`src/sacps_pkg.sv`:
```
// Constants for the supply and AC-line protection supervisor.
// Assumes a 200 MHz reference clock and comparator levels synchronous to it.
`default_nettype none
package sacps_pkg;
   // ---------------------------------------------------------------
   // Time base
   // ---------------------------------------------------------------
   localparam int unsigned CLK_MHZ = 200;
   localparam int unsigned TICK_NS = 1000;
   localparam int unsigned TICK_CYCLES = (TICK_NS * CLK_MHZ) / 1000;
   localparam int unsigned TICK_W = 8;
   localparam logic [TICK_W-1:0] TICK_LAST = TICK_W'(TICK_CYCLES - 1);

   // ---------------------------------------------------------------
   // Persistence times, counted in time-base ticks of 1 us
   // ---------------------------------------------------------------
   localparam int unsigned TMR_W = 18;
   localparam int unsigned OVP_MASK_US = 150;
   localparam int unsigned STOP_DEBOUNCE_US = 150;
   localparam int unsigned BROWNOUT_MS = 256;
   localparam int unsigned OVP_MASK_TICKS = (OVP_MASK_US * 1000) / TICK_NS;
   localparam int unsigned STOP_DEBOUNCE_TICKS = (STOP_DEBOUNCE_US * 1000) / TICK_NS;
   localparam int unsigned BROWNOUT_TICKS = (BROWNOUT_MS * 1000000) / TICK_NS;

   // ---------------------------------------------------------------
   // Mains detection
   // ---------------------------------------------------------------
   localparam int unsigned MAINS_CNT_W = 4;
   localparam logic [MAINS_CNT_W-1:0] MAINS_CYCLES = 4'h9;

   // ---------------------------------------------------------------
   // Flyback over-current level selection
   // ---------------------------------------------------------------
   localparam logic [1:0] OCP_LOW_MAINS = 2'h0;
   localparam logic [1:0] OCP_HIGH_MAINS = 2'h1;
   localparam logic [1:0] OCP_HIGH_BOOST = 2'h2;

   // ---------------------------------------------------------------
   // Sequencer states, Gray coded along the start-up path
   // ---------------------------------------------------------------
   typedef enum logic [1:0] {
      SACPS_LOCKOUT = 2'h0,
      SACPS_FLYBACK = 2'h1,
      SACPS_RUN     = 2'h3,
      SACPS_LATCHED = 2'h2
   } sacps_state_t;
endpackage
`default_nettype wire

```
`src/sacps_supervisor.sv`:
```
// Supply and AC-line protection supervisor for a boost plus flyback controller.
// Assumes all comparator inputs are synchronous to i_ref_clk.
//
// Notes on behaviour
// - Lock-out has separate assert and release levels and clears itself.
// - Leaving lock-out enables the flyback converter before anything else.
// - Supply below lock-out assert level re-enters lock-out, halting both converters.
// - Over-voltage counts only after the comparator stays high for the mask time.
// - Confirmed over-voltage latches both converters off; mask time is a parameter.
// - Charge path starts below charge start level, only after flyback running.
// - Boost output held off while the charge path is active.
// - Above charge stop level charging ends and boost may resume.
// - Qualified forced stop latches both converters off.
// - Flyback may start only with AC sense above the brown-in level.
// - AC sense low for the brownout timer after start-up stops both converters.
// - Discharge permitted after brownout timeout; it acts while charging.
// - Nine uninterrupted high-peak line cycles select high-mains mode.
// - High mains selects the higher boost reference, else the lower one.
// - Mains mode switches the flyback over-current level.
// - High mains with boost running scales the over-current level down.
// - Boost enabled only after flyback soft start done and flyback normal.
`timescale 1ns/1ps
`default_nettype none
module sacps_supervisor #(
   parameter int unsigned OVP_MASK_TICKS = sacps_pkg::OVP_MASK_TICKS,
   parameter int unsigned BROWNOUT_TICKS = sacps_pkg::BROWNOUT_TICKS
) (
   input wire logic i_ref_clk,
   input wire logic i_rst,
   input wire logic i_vcc_above_release,
   input wire logic i_vcc_below_assert,
   input wire logic i_vcc_over,
   input wire logic i_vcc_below_charge_start,
   input wire logic i_vcc_above_charge_stop,
   input wire logic i_vcc_below_latch_release,
   input wire logic i_stop_pin_low,
   input wire logic i_ac_above_brownout,
   input wire logic i_ac_above_mains_detect,
   input wire logic i_flyback_ss_done,
   input wire logic i_flyback_normal,
   output logic o_flyback_en,
   output logic o_boost_en,
   output logic o_charge_en,
   output logic o_xcap_discharge,
   output logic o_boost_ref_high,
   output logic [1:0] o_ocp_level_sel,
   output logic o_lockout,
   output logic o_ovp_latched,
   output logic o_stop_latched,
   output logic o_brownout
);
   // ---------------------------------------------------------------
   // Declarations
   // ---------------------------------------------------------------
   sacps_pkg::sacps_state_t state_q;
   sacps_pkg::sacps_state_t state_d;
   logic [sacps_pkg::TICK_W-1:0] tick_cnt_q;
   logic tick_q;
   logic lockout_q;
   logic ovp_lat_q;
   logic stop_lat_q;
   logic charge_q;
   logic fly_seen_q;
   logic xcap_arm_q;
   logic bo_seen_q;
   logic ac_prev_q;
   logic ovp_met;
   logic stop_met;
   logic bo_met;
   logic bo_cond;
   logic any_latch;
   logic high_mains;
   logic cycle_start;
   logic boost_run;

   // ---------------------------------------------------------------
   // Time base
   // ---------------------------------------------------------------
   // One tick each microsecond keeps the long timers narrow
   always_ff @(posedge i_ref_clk or posedge i_rst) begin
      if (i_rst) begin
         tick_cnt_q <= '0;
         tick_q <= 1'b0;
      end else begin
         tick_q <= (tick_cnt_q == sacps_pkg::TICK_LAST);
         if (tick_cnt_q == sacps_pkg::TICK_LAST) begin
            tick_cnt_q <= '0;
         end else begin
            tick_cnt_q <= tick_cnt_q + 1'b1;
         end
      end
   end

   // ---------------------------------------------------------------
   // Persistence timers
   // ---------------------------------------------------------------
   // Over-voltage mask, shorter surges never reach the latch
   sacps_persist_timer u_ovp_tmr (
      .i_ref_clk(i_ref_clk),
      .i_rst(i_rst),
      .i_tick(tick_q),
      .i_cond(i_vcc_over),
      .i_limit(sacps_pkg::TMR_W'(OVP_MASK_TICKS)),
      .o_met(ovp_met)
   );

   // Forced-stop debounce against noise on the pin
   sacps_persist_timer u_stop_tmr (
      .i_ref_clk(i_ref_clk),
      .i_rst(i_rst),
      .i_tick(tick_q),
      .i_cond(i_stop_pin_low),
      .i_limit(sacps_pkg::TMR_W'(sacps_pkg::STOP_DEBOUNCE_TICKS)),
      .o_met(stop_met)
   );

   // Brownout only counts once the flyback has been started
   assign bo_cond = fly_seen_q && !i_ac_above_brownout;

   sacps_persist_timer u_bo_tmr (
      .i_ref_clk(i_ref_clk),
      .i_rst(i_rst),
      .i_tick(tick_q),
      .i_cond(bo_cond),
      .i_limit(sacps_pkg::TMR_W'(BROWNOUT_TICKS)),
      .o_met(bo_met)
   );

   // ---------------------------------------------------------------
   // Mains detection
   // ---------------------------------------------------------------
   // Rise of the brown-in comparator marks each new line cycle
   always_ff @(posedge i_ref_clk or posedge i_rst) begin
      if (i_rst) begin
         ac_prev_q <= 1'b0;
      end else begin
         ac_prev_q <= i_ac_above_brownout;
      end
   end

   assign cycle_start = i_ac_above_brownout && !ac_prev_q;

   sacps_mains_detect u_mains (
      .i_ref_clk(i_ref_clk),
      .i_rst(i_rst),
      .i_cycle_start(cycle_start),
      .i_peak_high(i_ac_above_mains_detect),
      .i_clear(i_vcc_below_latch_release),
      .o_high_mains(high_mains)
   );

   // ---------------------------------------------------------------
   // Lock-out and latches
   // ---------------------------------------------------------------
   // Hysteresis: assert level wins if both comparators disagree
   always_ff @(posedge i_ref_clk or posedge i_rst) begin
      if (i_rst) begin
         lockout_q <= 1'b1;
      end else if (i_vcc_below_assert) begin
         lockout_q <= 1'b1;
      end else if (i_vcc_above_release) begin
         lockout_q <= 1'b0;
      end
   end

   // Set beats the release level so no event is lost
   always_ff @(posedge i_ref_clk or posedge i_rst) begin
      if (i_rst) begin
         ovp_lat_q <= 1'b0;
      end else if (ovp_met) begin
         ovp_lat_q <= 1'b1;
      end else if (i_vcc_below_latch_release) begin
         ovp_lat_q <= 1'b0;
      end
   end

   always_ff @(posedge i_ref_clk or posedge i_rst) begin
      if (i_rst) begin
         stop_lat_q <= 1'b0;
      end else if (stop_met) begin
         stop_lat_q <= 1'b1;
      end else if (i_vcc_below_latch_release) begin
         stop_lat_q <= 1'b0;
      end
   end

   assign any_latch = ovp_lat_q || stop_lat_q;

   // ---------------------------------------------------------------
   // Sequencer
   // ---------------------------------------------------------------
   // Latch first, then lock-out, then brownout, then normal steps
   always_comb begin
      state_d = state_q;
      if (any_latch) begin
         state_d = sacps_pkg::SACPS_LATCHED;
      end else if (lockout_q) begin
         state_d = sacps_pkg::SACPS_LOCKOUT;
      end else begin
         case (state_q)
            sacps_pkg::SACPS_LOCKOUT: begin
               if (i_ac_above_brownout) begin
                  state_d = sacps_pkg::SACPS_FLYBACK;
               end
            end
            sacps_pkg::SACPS_FLYBACK: begin
               if (bo_met) begin
                  state_d = sacps_pkg::SACPS_LOCKOUT;
               end else if (i_flyback_ss_done && i_flyback_normal) begin
                  state_d = sacps_pkg::SACPS_RUN;
               end
            end
            sacps_pkg::SACPS_RUN: begin
               if (bo_met) begin
                  state_d = sacps_pkg::SACPS_LOCKOUT;
               end
            end
            sacps_pkg::SACPS_LATCHED: begin
               state_d = sacps_pkg::SACPS_LOCKOUT;
            end
            default: begin
               state_d = sacps_pkg::SACPS_LOCKOUT;
            end
         endcase
      end
   end

   always_ff @(posedge i_ref_clk or posedge i_rst) begin
      if (i_rst) begin
         state_q <= sacps_pkg::SACPS_LOCKOUT;
      end else begin
         state_q <= state_d;
      end
   end

   // Flyback has run since lock-out released; gates charge and brownout
   always_ff @(posedge i_ref_clk or posedge i_rst) begin
      if (i_rst) begin
         fly_seen_q <= 1'b0;
      end else if (lockout_q) begin
         fly_seen_q <= 1'b0;
      end else if (state_q == sacps_pkg::SACPS_FLYBACK) begin
         fly_seen_q <= 1'b1;
      end
   end

   // ---------------------------------------------------------------
   // Charge path and discharge
   // ---------------------------------------------------------------
   // Charging also continues after a brownout so discharge can act
   always_ff @(posedge i_ref_clk or posedge i_rst) begin
      if (i_rst) begin
         charge_q <= 1'b0;
      end else if (lockout_q || !fly_seen_q) begin
         charge_q <= 1'b0;
      end else if (i_vcc_above_charge_stop) begin
         charge_q <= 1'b0;
      end else if (i_vcc_below_charge_start) begin
         charge_q <= 1'b1;
      end
   end

   // Armed by the brownout timeout; AC return disarms, set wins
   always_ff @(posedge i_ref_clk or posedge i_rst) begin
      if (i_rst) begin
         xcap_arm_q <= 1'b0;
         bo_seen_q <= 1'b0;
      end else begin
         if (bo_met) begin
            xcap_arm_q <= 1'b1;
         end else if (i_ac_above_brownout || lockout_q) begin
            xcap_arm_q <= 1'b0;
         end
         if (bo_met) begin
            bo_seen_q <= 1'b1;
         end else if (state_q == sacps_pkg::SACPS_FLYBACK || lockout_q) begin
            bo_seen_q <= 1'b0;
         end
      end
   end

   // ---------------------------------------------------------------
   // Registered outputs
   // ---------------------------------------------------------------
   assign boost_run = (state_q == sacps_pkg::SACPS_RUN) && !charge_q;

   // Everything leaves from a flop, one cycle behind internal state
   always_ff @(posedge i_ref_clk or posedge i_rst) begin
      if (i_rst) begin
         o_flyback_en <= 1'b0;
         o_boost_en <= 1'b0;
         o_charge_en <= 1'b0;
         o_xcap_discharge <= 1'b0;
         o_lockout <= 1'b1;
         o_ovp_latched <= 1'b0;
         o_stop_latched <= 1'b0;
         o_brownout <= 1'b0;
      end else begin
         o_flyback_en <= (state_q == sacps_pkg::SACPS_FLYBACK)
            || (state_q == sacps_pkg::SACPS_RUN);
         o_boost_en <= boost_run;
         o_charge_en <= charge_q;
         o_xcap_discharge <= xcap_arm_q && charge_q;
         o_lockout <= lockout_q;
         o_ovp_latched <= ovp_lat_q;
         o_stop_latched <= stop_lat_q;
         o_brownout <= bo_seen_q;
      end
   end

   // Mains mode steers the boost reference and flyback current limit
   always_ff @(posedge i_ref_clk or posedge i_rst) begin
      if (i_rst) begin
         o_boost_ref_high <= 1'b0;
         o_ocp_level_sel <= sacps_pkg::OCP_LOW_MAINS;
      end else begin
         o_boost_ref_high <= high_mains;
         if (high_mains && boost_run) begin
            o_ocp_level_sel <= sacps_pkg::OCP_HIGH_BOOST;
         end else if (high_mains) begin
            o_ocp_level_sel <= sacps_pkg::OCP_HIGH_MAINS;
         end else begin
            o_ocp_level_sel <= sacps_pkg::OCP_LOW_MAINS;
         end
      end
   end

   // ---------------------------------------------------------------
   // Checks
   // ---------------------------------------------------------------
   boost_vs_charge_a: assert property (
      @(posedge i_ref_clk) disable iff (i_rst) o_charge_en |-> !o_boost_en)
      else $error("boost enabled while charging");

   lockout_halt_a: assert property (
      @(posedge i_ref_clk) disable iff (i_rst)
      i_vcc_below_assert |-> ##3 (!o_flyback_en && !o_boost_en))
      else $error("converters run under lock-out");

   boost_after_fly_a: assert property (
      @(posedge i_ref_clk) disable iff (i_rst)
      $rose(o_boost_en) |-> $past(o_flyback_en))
      else $error("boost started before flyback");

   ovp_latch_hold_a: assert property (
      @(posedge i_ref_clk) disable iff (i_rst)
      (ovp_lat_q && !i_vcc_below_latch_release) |=> ##1 (!o_flyback_en && !o_boost_en))
      else $error("over-voltage latch did not stop converters");

   ovp_cause_a: assert property (
      @(posedge i_ref_clk) disable iff (i_rst)
      $rose(ovp_lat_q) |-> $past(i_vcc_over, 1) && $past(i_vcc_over, 2))
      else $error("over-voltage latched without persistent input");

   stop_latch_a: assert property (
      @(posedge i_ref_clk) disable iff (i_rst)
      $rose(stop_lat_q) |-> $past(i_stop_pin_low) ##1 o_stop_latched)
      else $error("forced stop latched without cause");

   fly_brownin_a: assert property (
      @(posedge i_ref_clk) disable iff (i_rst)
      $rose(o_flyback_en) |-> $past(i_ac_above_brownout, 2))
      else $error("flyback started below brown-in");

   xcap_gate_a: assert property (
      @(posedge i_ref_clk) disable iff (i_rst) o_xcap_discharge |-> o_charge_en)
      else $error("discharge without charge path");

   ocp_boost_a: assert property (
      @(posedge i_ref_clk) disable iff (i_rst)
      (o_ocp_level_sel == sacps_pkg::OCP_HIGH_BOOST) |-> (o_boost_en && o_boost_ref_high))
      else $error("scaled current limit outside high-mains boost");

   latch_release_a: assert property (
      @(posedge i_ref_clk) disable iff (i_rst)
      (i_vcc_below_latch_release && !ovp_met && !stop_met) |=> ##1 !o_ovp_latched)
      else $error("latch not released at release level");
endmodule
`default_nettype wire

```
`src/sacps_persist_timer.sv`:
```
// Persistence timer: reports a condition that has held for a number of ticks.
// Assumes i_tick is a one-cycle pulse from the shared time base.
`timescale 1ns/1ps
`default_nettype none
module sacps_persist_timer (
   input wire logic i_ref_clk,
   input wire logic i_rst,
   input wire logic i_tick,
   input wire logic i_cond,
   input wire logic [sacps_pkg::TMR_W-1:0] i_limit,
   output logic o_met
);
   logic [sacps_pkg::TMR_W-1:0] cnt_q;

   // Restart whenever the condition drops; saturate one past the limit
   always_ff @(posedge i_ref_clk or posedge i_rst) begin
      if (i_rst) begin
         cnt_q <= '0;
      end else if (!i_cond) begin
         cnt_q <= '0;
      end else if (i_tick && (cnt_q <= i_limit)) begin
         cnt_q <= cnt_q + 1'b1;
      end
   end

   // First tick may land just after the rise, so one extra tick keeps short pulses out
   assign o_met = i_cond && (cnt_q > i_limit);
endmodule
`default_nettype wire

```
`src/sacps_mains_detect.sv`:
```
// Mains class detector: counts line cycles whose peak crossed the detect level.
// Assumes one i_cycle_start pulse per line cycle.
`timescale 1ns/1ps
`default_nettype none
module sacps_mains_detect (
   input wire logic i_ref_clk,
   input wire logic i_rst,
   input wire logic i_cycle_start,
   input wire logic i_peak_high,
   input wire logic i_clear,
   output logic o_high_mains
);
   logic [sacps_pkg::MAINS_CNT_W-1:0] cnt_q;
   logic seen_q;

   // Peak seen during the cycle now running
   always_ff @(posedge i_ref_clk or posedge i_rst) begin
      if (i_rst) begin
         seen_q <= 1'b0;
      end else if (i_cycle_start || i_clear) begin
         seen_q <= 1'b0;
      end else if (i_peak_high) begin
         seen_q <= 1'b1;
      end
   end

   // One low cycle breaks the run
   always_ff @(posedge i_ref_clk or posedge i_rst) begin
      if (i_rst) begin
         cnt_q <= '0;
      end else if (i_clear) begin
         cnt_q <= '0;
      end else if (i_cycle_start) begin
         if (!seen_q) begin
            cnt_q <= '0;
         end else if (cnt_q < sacps_pkg::MAINS_CYCLES) begin
            cnt_q <= cnt_q + 1'b1;
         end
      end
   end

   // Sticky until the full-reset level
   always_ff @(posedge i_ref_clk or posedge i_rst) begin
      if (i_rst) begin
         o_high_mains <= 1'b0;
      end else if (i_clear) begin
         o_high_mains <= 1'b0;
      end else if (cnt_q == sacps_pkg::MAINS_CYCLES) begin
         o_high_mains <= 1'b1;
      end
   end
endmodule
`default_nettype wire

```
`config.mk`:
```
export PLATFORM = sky130hd
export DESIGN_NAME = sacps_supervisor
export DESIGN_NICKNAME = d
export VERILOG_FILES = /design/src/sacps_pkg.sv /design/src/sacps_supervisor.sv /design/src/sacps_persist_timer.sv /design/src/sacps_mains_detect.sv
export SDC_FILE = /design/constraint.sdc
export NUM_CORES = 1
export LEC_CHECK = 0
export ABC_CLOCK_PERIOD_IN_PS = 5100
export BUFFER_PORTS_ARGS = -buffer_cell sky130_fd_sc_hd__buf_2
export CAP_MARGIN = 10
export CORE_MARGIN = 2
export CORE_UTILIZATION = 65
export DETAILED_ROUTE_END_ITERATION = 8
export PLACE_DENSITY = 0.93
export REMOVE_ABC_BUFFERS = 1
export SYNTH_ARGS = -nofsm -noshare
export SYNTH_HDL_FRONTEND = slang
export SYNTH_SLANG_ARGS = --single-unit
```
`constraint.sdc`:
```
create_clock -name i_ref_clk -period 5.1 [get_ports i_ref_clk]
set_input_delay 1.02 -clock i_ref_clk [delete_from_list [all_inputs] [get_ports i_ref_clk]]
set_output_delay 1.02 -clock i_ref_clk [all_outputs]
set_load 0.02 [all_outputs]
```
; ---- After elaboration in Yosys (flattened, before gate mapping)
; Cells that the tools add are included.
[op_classes]
addsub = 5
n_reduce_logical = 35
n_lt_le_gt_ge = 7
muxes = 38
n_eq_ne = 12
[op_table]
columns = cell, n
row1 = two-way mux 18 bit, 6
row2 = adder 18 x 1 -> 18 bit (second input constant), 3
row3 = greater-than comparator 18 x 8 -> 1 bit (second input constant), 2
row4 = less-or-equal comparator 18 x 8 -> 1 bit (second input constant), 2
row5 = two-way mux 1 bit, 19
row6 = greater-than comparator 18 bit (second input constant), 1
row7 = less-or-equal comparator 18 bit (second input constant), 1
row8 = nonzero test 2 bit, 9
row9 = two-way mux 4 bit, 4
row10 = two-way mux 2 bit, 7
row11 = logical AND 1 bit, 12
row12 = adder 8 x 1 -> 8 bit (second input constant), 1
row13 = equality test 8 bit (second input constant), 1
row14 = two-way mux 8 bit, 1
row15 = != test 4 bit (second input constant), 2
row16 = one-hot mux 2 bit (4 select lines), 1
row17 = logical OR 1 bit, 6
row18 = != test 5 bit (second input constant), 1
row19 = adder 4 x 1 -> 4 bit (second input constant), 1
row20 = equality test 2 bit (second input constant), 2
row21 = equality test 4 bit (second input constant), 1
row22 = logical NOT 1 bit, 4
row23 = < comparator 4 bit (second input constant), 1
row24 = != test 2 x 1 -> 1 bit (second input constant), 2
row25 = 7 further kinds, 7
[word_totals]
word_cells = 124
register_bits = 90
input_bits = 13

; ---- Depth between registers and ports, before layout
; Gate-level depths: netlist of the first run.
[depth]
depth_word = 7
mapped_depth = 8

; ---- Cells and area by module
; A second synthesis of the first run with hierarchy kept.
[unflattened]
hier_cells = 674
area_unflattened_um2 = 6124.6
[modules_own_cells]
columns = module, area_per_inst_um2, instances, cells_each, seq_area_each_um2
row1 = sacps_persist_timer at u_bo_tmr ..., 1555.2, 2, 187, 450.4
row2 = sacps_persist_timer at u_ovp_tmr, 1597.8, 1, 182, 450.4
row3 = sacps_supervisor, 1086.0, 1, 85, 753.2
row4 = sacps_mains_detect, 330.3, 1, 33, 150.1

; ---- Worst setup path before layout of the first run
; Ideal clock, no wire load.
[synth_path]
kind = in2reg
start = input port i_ac_above_brownout
end = register u_bo_tmr.cnt_q[16] (netlist bit)
t_required_ps = 4980
slack_ps = 2848
t_arrival_ps = 2132
stages = 6
setup_ps = 120
cell_sequence = and4b_1 > and3_1 > buf_2 > a211oi_2 > a21oi_1 > a31o_2
[synth_between]
elab_chain_len = 3
[synth_lines]
columns = item, line_no
row1 = "start, declared", sacps_supervisor.sv:37  ; input wire logic i_ac_above_brownout,
row2 = logical NOT 1 bit *, sacps_supervisor.sv:118  ; assign bo_cond = fly_seen_q && !i_ac_above_brownout;
row3 = logical AND 1 bit *, sacps_supervisor.sv:118
row4 = != test 2 bit (no source line) or two-way mux 18 bit (tied branches), n/a
row5 = "end signal, assigned", sacps_persist_timer.sv:22  ; cnt_q <= cnt_q + 1'b1;
row6 = "end, declared", sacps_persist_timer.sv:13  ; logic [sacps_pkg::TMR_W-1:0] cnt_q;
; Mark *: on every way between the ends. The rest lies on a longest branch, timed or not.
; A chain may end at the register's enable or synchronous reset.

; ---- Worst setup path after layout of the first run
[layout_path]
start = register u_bo_tmr.cnt_q[0] (netlist bit)
end = register u_bo_tmr.cnt_q[10] (netlist bit)
[layout_between]
elab_chain_len = 3
[layout_lines]
columns = item, line_no
row1 = adder 18 x 1 -> 18 bit or less-or-equal comparator 18 bit (tied branches), "sacps_persist_timer.sv:22, sacps_persist_timer.sv:21"
row2 = two-way mux 18 bit or logical AND 1 bit (tied branches), sacps_persist_timer.sv:21  ; end else if (i_tick && (cnt_q <= i_limit)) begin
row3 = two-way mux 18 bit or != test 2 bit (tied branches), n/a
; Parallel ways exist; a longest one is shown, timed or not. The select of a mux whose other input is x is not followed.

==> results.toml, run 1 <==
[status]
status = "complete, no violations"

[die]
rows = 28
initial_core_util_pct = 67.88
fp.dieW_um = 83.10
core_area_um2 = 5991
die_height_um = 83.10
ioPinCount = 24
die_area_um2 = 6905

[detailed_routing]
firstDrtPassIters = 4
drc = 0
drt_iter0_markers = 269
routedWlPerCell_um = 16.07
final_antenna_net_count = 0
viasPerCell = 5.898
num_vias = 2884
finalWirelength_mm = 7.858

[clock_network]
clk_pin_slew_ns = 0.09
cts_sinks = 90
cts_tree = "built"
post_cts_buffers = 0
cts_resized = 0
h-tree-depth = 3
ctsHoldBuffers = 0
clock_latency_ns = 0.36
cts_buffers = 9
clockRootBuffer = "clkbuf_8"
cts_buffer_depth = 2

[setup_path]
rrSetupSlack_ns = 2.55
worst_setup_path_end_kind = "flip-flop"
critPathCapture = "u_bo_tmr.cnt_q[10]"
required_ns = 5.38
crit-reg2reg-launch = "u_bo_tmr.cnt_q[0]"
worstSetupStartpointType = "flip-flop"
worstPathArrival_ns = 2.84
rr_endpoint = "u_bo_tmr.cnt_q[10]"
cp-startpoint = "u_bo_tmr.cnt_q[0]"
cp_max_fo = 12
reg2reg_depth = 7
worstSetupPathType = "reg -> reg"

[final_layout]
fill_cells = 373
syn2layout_area_growth_pct = 9.231
final_common_cell = "dfrtp_1"
layout_common_cells = "88 x dfrtp_1, 37 x nand2_1, 33 x and2_1, 29 x nor2_1, 23 x buf_2"
diodes = 0
final_cells = 489
fin_util_pct = 74.14
fin_area_um2 = 4442
layout-drive-gt1-share_pct = 12.56
finish.net_count = 432

[global_routing]
grt_pass1_vias = 2898
grt_use_total_pct = 24.03
gr-total-overflow = 0
antenna_found_initial = 0
grt_pass1_wl_mm = 13.18
grt_max_degree = 54

[power]
p_leak_nw = 2.118
power_density_nw_per_um2 = 282.2
comb_power_share_pct = 3.2
power.internal_mw = 0.9694
power_switching_mw = 0.2843
p_seq_share_pct = 57.6
p_sw_share_pct = 22.67
p_clk_share_pct = 39.1
irDropWorstVdd_mv = 0.1640

[yosys]
ys_async_sr_fraction_pct = 100.0
yosys_register_bits = 90
yosys.cell_types.count = 49
synth_area_per_cell_um2 = 10.56
yosysSeqAreaShare_pct = 55.45
synth-edff-count = 0
synth_area_um2 = 4066
ys.flop_type = "dfrtp_1"
syn_inst = 385
ys_warn_count = 0

[placement]
dp_cells = 473
place_hpwl_mm = 5.231
placed_cell_area_um2 = 4239
port_buffers = 23
place.gp.congestion = 0.8532

[timing]
rsz0062_at_grt = "false"
finalSetupViolCount = 0
whs_ns = 0.3967
worst_slew_pin_slew_ns = 0.6991
skew_ns = 0.01520
relSlewSlack_pct = 53.39
fin_tns_setup_ns = 0
hold_viol_final = 0
min_period_ns = 2.554
finalCritPeriodShare_pct = 50.08
drv_slew = 0
fmax_mhz = 391.5

[flow_run]
drv_cap = 0

[hold_path]
hp-class = "reg -> reg"
holdCritStartpoint = "bo_seen_q"
-- critical path, stage by stage (launching register included) --
cell,delay [ns]
dfrtp_1,0.48
inv_1,0.11
ha_1,0.16
nor4b_2,0.19
nand4_1,0.50
and2_1,0.37
or4_1,0.52
a21oi_1,0.15
-- logic make-up (layout without fill, tap and decap cells) --
family	after synthesis	in the layout	synth area share (%)
DFF	90	90	55.45
muxes	8	8	1.969
and+or+nand+nor	174	174	23.63
buffers and inverters	32	61	3.046
xor gates and xnor gates	21	21	4.523
AOI/OAI and AO/OA	50	50	8.308
adders and majority gates	10	10	3.077
-- routing by layer --
layer / vias up / GRT usage (%) / routed length [um]
met2: 75 / 38.86 / 3950
met4: 0 / 11.77 / 176
met1: 1415 / 31.82 / 3426
met3: 16 / 3.877 / 304
met5: - / 0 / 0
li1: 1378 / - / -
-- cells in the mapped netlist (3+ instances only) --
| library cell | n | area share, % |
|---|---|---|
| a211oi_1 | 5 | 0.92 |
| a21oi_1 | 16 | 2.0 |
| and2_1 | 33 | 5.1 |
| and3_1 | 3 | 0.46 |
| and4_1 | 3 | 0.65 |
| buf_2 | 3 | 0.37 |
| clkbuf_1 | 8 | 0.74 |
| dfrtp_1 | 88 | 54 |
| ha_1 | 10 | 3.1 |
| inv_1 | 21 | 1.9 |
| mux2i_1 | 8 | 2.0 |
| nand2_1 | 37 | 3.4 |
| nand2b_1 | 8 | 1.2 |
| nand3_1 | 14 | 1.7 |
| nand4_1 | 12 | 1.8 |
| nor2_1 | 29 | 2.7 |
| nor2b_1 | 5 | 0.77 |
| nor3_1 | 8 | 0.98 |
| nor4_1 | 9 | 1.4 |
| o21ai_0 | 8 | 0.98 |
| xnor2_1 | 14 | 3.0 |
| xor2_1 | 7 | 1.5 |
-- worst min path at each step --
stage	to	slack (ns)	depth (start not counted)
after floorplan	o_brownout	0.35	0
after global placement	o_brownout	0.37	0
after detailed placement	o_brownout	0.37	0
after CTS	o_brownout	0.40	0
after global routing	o_lockout	0.42	0
final	o_brownout	0.40	0
-- registers in the layout (all words and copies together), names as in the netlist, 2 cells and up --
| signal | cells |
|---|---|
| o_ocp_level_sel | 2 |
| u_stop_tmr.cnt_q | 18 |
| tick_cnt_q | 8 |
| state_q | 2 |
| u_ovp_tmr.cnt_q | 18 |
| u_mains.cnt_q | 4 |
| u_bo_tmr.cnt_q | 18 |
-- cell type report --
cell class              instances  area, um2  area share, %
flip-flops and latches         90       2255          50.76
repair buffers                 24      122.6          2.761
inverters                      21      80.08          1.803
multi-input cells             263       1688          38.00
clock inverters                 6      65.06          1.465
clock buffers                  10      137.6          3.099
well taps                      75      93.84          2.113
-- power by group through the flow --
stage	Clock (mW)	Combinational, mW	Sequential [mW]
finish	0.491	0.0404	0.722
global route	0.524	0.0472	0.723
CTS	0.497	0.0413	0.722
global placement	0	0.0396	0.736
detailed placement	0	0.0411	0.737
floorplan	0	0.0220	0.737
-- through the flow --
step / power (mW) / setup WS, ns
after CTS: 1.261 / 2.592
after floorplan: 0.7590 / 1.748
after global placement: 0.7755 / 2.463
final: 1.254 / 2.546
after detailed placement: 0.7776 / 2.426
after global routing: 1.294 / 2.418
Power figures use the tool's default switching activity.
==> run 2: changes to the inputs <==
--- a/config.mk
+++ b/config.mk
@@ -5,13 +5,13 @@
 export SDC_FILE = /design/constraint.sdc
 export NUM_CORES = 1
 export LEC_CHECK = 0
-export ABC_CLOCK_PERIOD_IN_PS = 5100
+export ABC_CLOCK_PERIOD_IN_PS = 2200
 export BUFFER_PORTS_ARGS = -buffer_cell sky130_fd_sc_hd__buf_2
 export CAP_MARGIN = 10
 export CORE_MARGIN = 2
-export CORE_UTILIZATION = 65
+export CORE_UTILIZATION = 54
 export DETAILED_ROUTE_END_ITERATION = 8
-export PLACE_DENSITY = 0.93
+export PLACE_DENSITY = 0.84
 export REMOVE_ABC_BUFFERS = 1
 export SYNTH_ARGS = -nofsm -noshare
 export SYNTH_HDL_FRONTEND = slang
==> constraint.sdc (replaced) <==
create_clock -name i_ref_clk -period 2.2 [get_ports i_ref_clk]
set_input_delay 0.44 -clock i_ref_clk [delete_from_list [all_inputs] [get_ports i_ref_clk]]
set_output_delay 0.44 -clock i_ref_clk [all_outputs]
set_load 0.02 [all_outputs]
==> run 2 against run 1 <==
Clock power grew 130%. Combinational power up 140%. Non-clock buffer count up 5. Worst setup slack got worse by 2.4 ns. Cell area up 1.7%. Die area up 19%. Global-route usage down 4.4 points. First-iteration DRC count shrank 35%. Clock skew is 0.0074 ns lower. Via count shrank 1.3%. Register-to-register slack got worse by 2.4 ns. Largest power group unchanged.
==> results.toml, run 2 (synthesized netlist as in run 1, its figures left out) <==
[status]
status = "complete, no violations"

[placement]
place_hpwl_mm = 5.156
dp_cells = 502
dp_slack_ns = 0.2244
place.gp.congestion = 0.9189
port_buffers = 23

[clock_network]
clk_pin_slew_ns = 0.09
ctsHoldBuffers = 0
cts_tree = "built"
clock_latency_ns = 0.35
clockRootBuffer = "clkbuf_8"
cts_sinks = 90
h-tree-depth = 3
cts_buffers = 9
cts_resized = 0
post_cts_buffers = 0
cts_buffer_depth = 2

[setup_path]
critPathTopFamily = "compound AO/OA/AOI/OAI gates"
rr_endpoint = "u_bo_tmr.cnt_q[16]"
cp_slowest_stage_delay_ns = 0.46
required_ns = 2.45
worst_setup_path_end_kind = "flip-flop"
rrSetupSlack_ns = 0.19
crit-reg2reg-launch = "u_bo_tmr.cnt_q[0]"
cp-startpoint = "u_bo_tmr.cnt_q[0]"
worstSetupPathType = "reg -> reg"
critPathBufInv = 2
cp_max_fo = 7
reg2reg_depth = 8
path_cells = "inv_1, ha_1, nor4b_2, nand4_1, buf_4, a211oi_2, a21oi_1, a31o_2"
worstPathArrival_ns = 2.26
cp_slowest_cell = "dfrtp_1"
worstSetupStartpointType = "flip-flop"

[power]
irDropWorstVdd_mv = 0.5610
p_leak_nw = 2.137
power_density_nw_per_um2 = 642.3

[die]
fp.dieW_um = 90.78
ioPinCount = 24
core_area_um2 = 7253
die_area_um2 = 8240
rows = 31
initial_core_util_pct = 56.06
die_height_um = 90.78

[final_layout]
reg.largest.list = "u_bo_tmr.cnt_q x18, u_ovp_tmr.cnt_q x18, u_stop_tmr.cnt_q x18"
layout.area.seq_um2 = 2255
layout-drive-gt1-share_pct = 13.37
finish.net_count = 437
final_cells = 518
layout_common_cells = "88 x dfrtp_1, 37 x nand2_1, 33 x and2_1, 29 x nor2_1, 23 x buf_2"
multi_input_area_um2 = 1688
syn2layout_area_growth_pct = 11.11
final_common_cell = "dfrtp_1"
diodes = 0
fill_cells = 586

[detailed_routing]
finalWirelength_mm = 7.401
viasPerCell = 5.494
final_antenna_net_count = 0
routedWlPerCell_um = 14.29
drc = 0
firstDrtPassIters = 4
drt_iter0_markers = 174
num_vias = 2846

[global_routing]
grt_pass1_vias = 2707
antenna_found_initial = 0
grt_use_total_pct = 19.61
grt_pass1_wl_mm = 12.87
gr-total-overflow = 0
grt_max_degree = 91

[flow_run]
drv_cap = 0

[timing]
fmax_mhz = 497.1
min_period_ns = 2.012
worst_slew_pin_slew_ns = 0.6056
finalCritPeriodShare_pct = 91.44
skew_ns = 0.007770
finalSetupViolCount = 0
hold_viol_final = 0
fin_ws_ns = 0.1884
drv_slew = 0
relSlewSlack_pct = 59.26
rsz0062_at_grt = "false"

[hold_path]
hp-class = "in -> async"
[run 2: cell types whose count changed in the layout (fill, tap and decap cells not counted)]
cell | before | now
clkinvlp_4 | 1 | 2
buf_12 | 0 | 1
clkbuf_1 | 0 | 1
clkinv_2 | 3 | 1
clkinv_4 | 1 | 0
clkbuf_8 | 10 | 9
inv_6 | 1 | 3
buf_4 | 1 | 5
[run 2: worst min-delay path: stages]
cell and delay [ns]:
buf_2 0.10, clkinv_2 0.05, buf_12 0.36
[run 2: stage by stage]
| stage | cell area, um2 | power, mW | hold WS (ns) | util (%) | TNS (ns) |
|---|---|---|---|---|---|
| global route | 4518 | 3.034 | 0.1776 | 62.29 | 0 |
| detailed placement | 4319 | 1.808 | 0.3837 | 59.55 | 0 |
| global placement | 4319 | 1.805 | 0.3824 | 59.55 | 0 |
| finish | 4518 | 2.902 | 0.1633 | 62.29 | 0 |
| CTS | 4518 | 2.944 | 0.1748 | 62.29 | 0 |
| floorplan | 4021 | 1.759 | 0.3541 | - | -50.33 |
[run 2: worst max path at each step]
stage,end,depth (start not counted)
2_1_floorplan,ac_prev_q,1
3_3_place_gp,u_bo_tmr.cnt_q[10],6
3_5_place_dp,u_bo_tmr.cnt_q[16],8
4_1_cts,u_bo_tmr.cnt_q[16],8
5_1_grt,u_stop_tmr.cnt_q[3],7
6_report,u_bo_tmr.cnt_q[16],8
[run 2: report_power, final]
| group | switching [mW] | total, mW | internal, mW | leakage [nW] |
|---|---|---|---|---|
| sequential | 0.00986 | 1.67 | 1.66 | 1.23 |
| combinational | 0.0691 | 0.0968 | 0.0277 | 0.812 |
| clock | 0.593 | 1.13 | 0.537 | 0.0939 |
| total | 0.672 | 2.90 | 2.23 | 2.14 |
[run 2: layer usage]
| layer | wire length (um) | global-route usage (%) |
|---|---|---|
| met2 | 3472 | 29.10 |
| met4 | 108 | 8.081 |
| met5 | 0 | 0 |
| met3 | 349 | 5.927 |
| met1 | 3470 | 27.05 |
[run 2: final cells by class]
class                   instances  share of cell area [%]
inverters                      21                   1.772
well taps                      99                   2.742
multi-input cells             263                   37.36
repair buffers                 29                   3.822
clock buffers                  10                   2.825
clock inverters                 6                   1.579
flip-flops and latches         90                   49.90
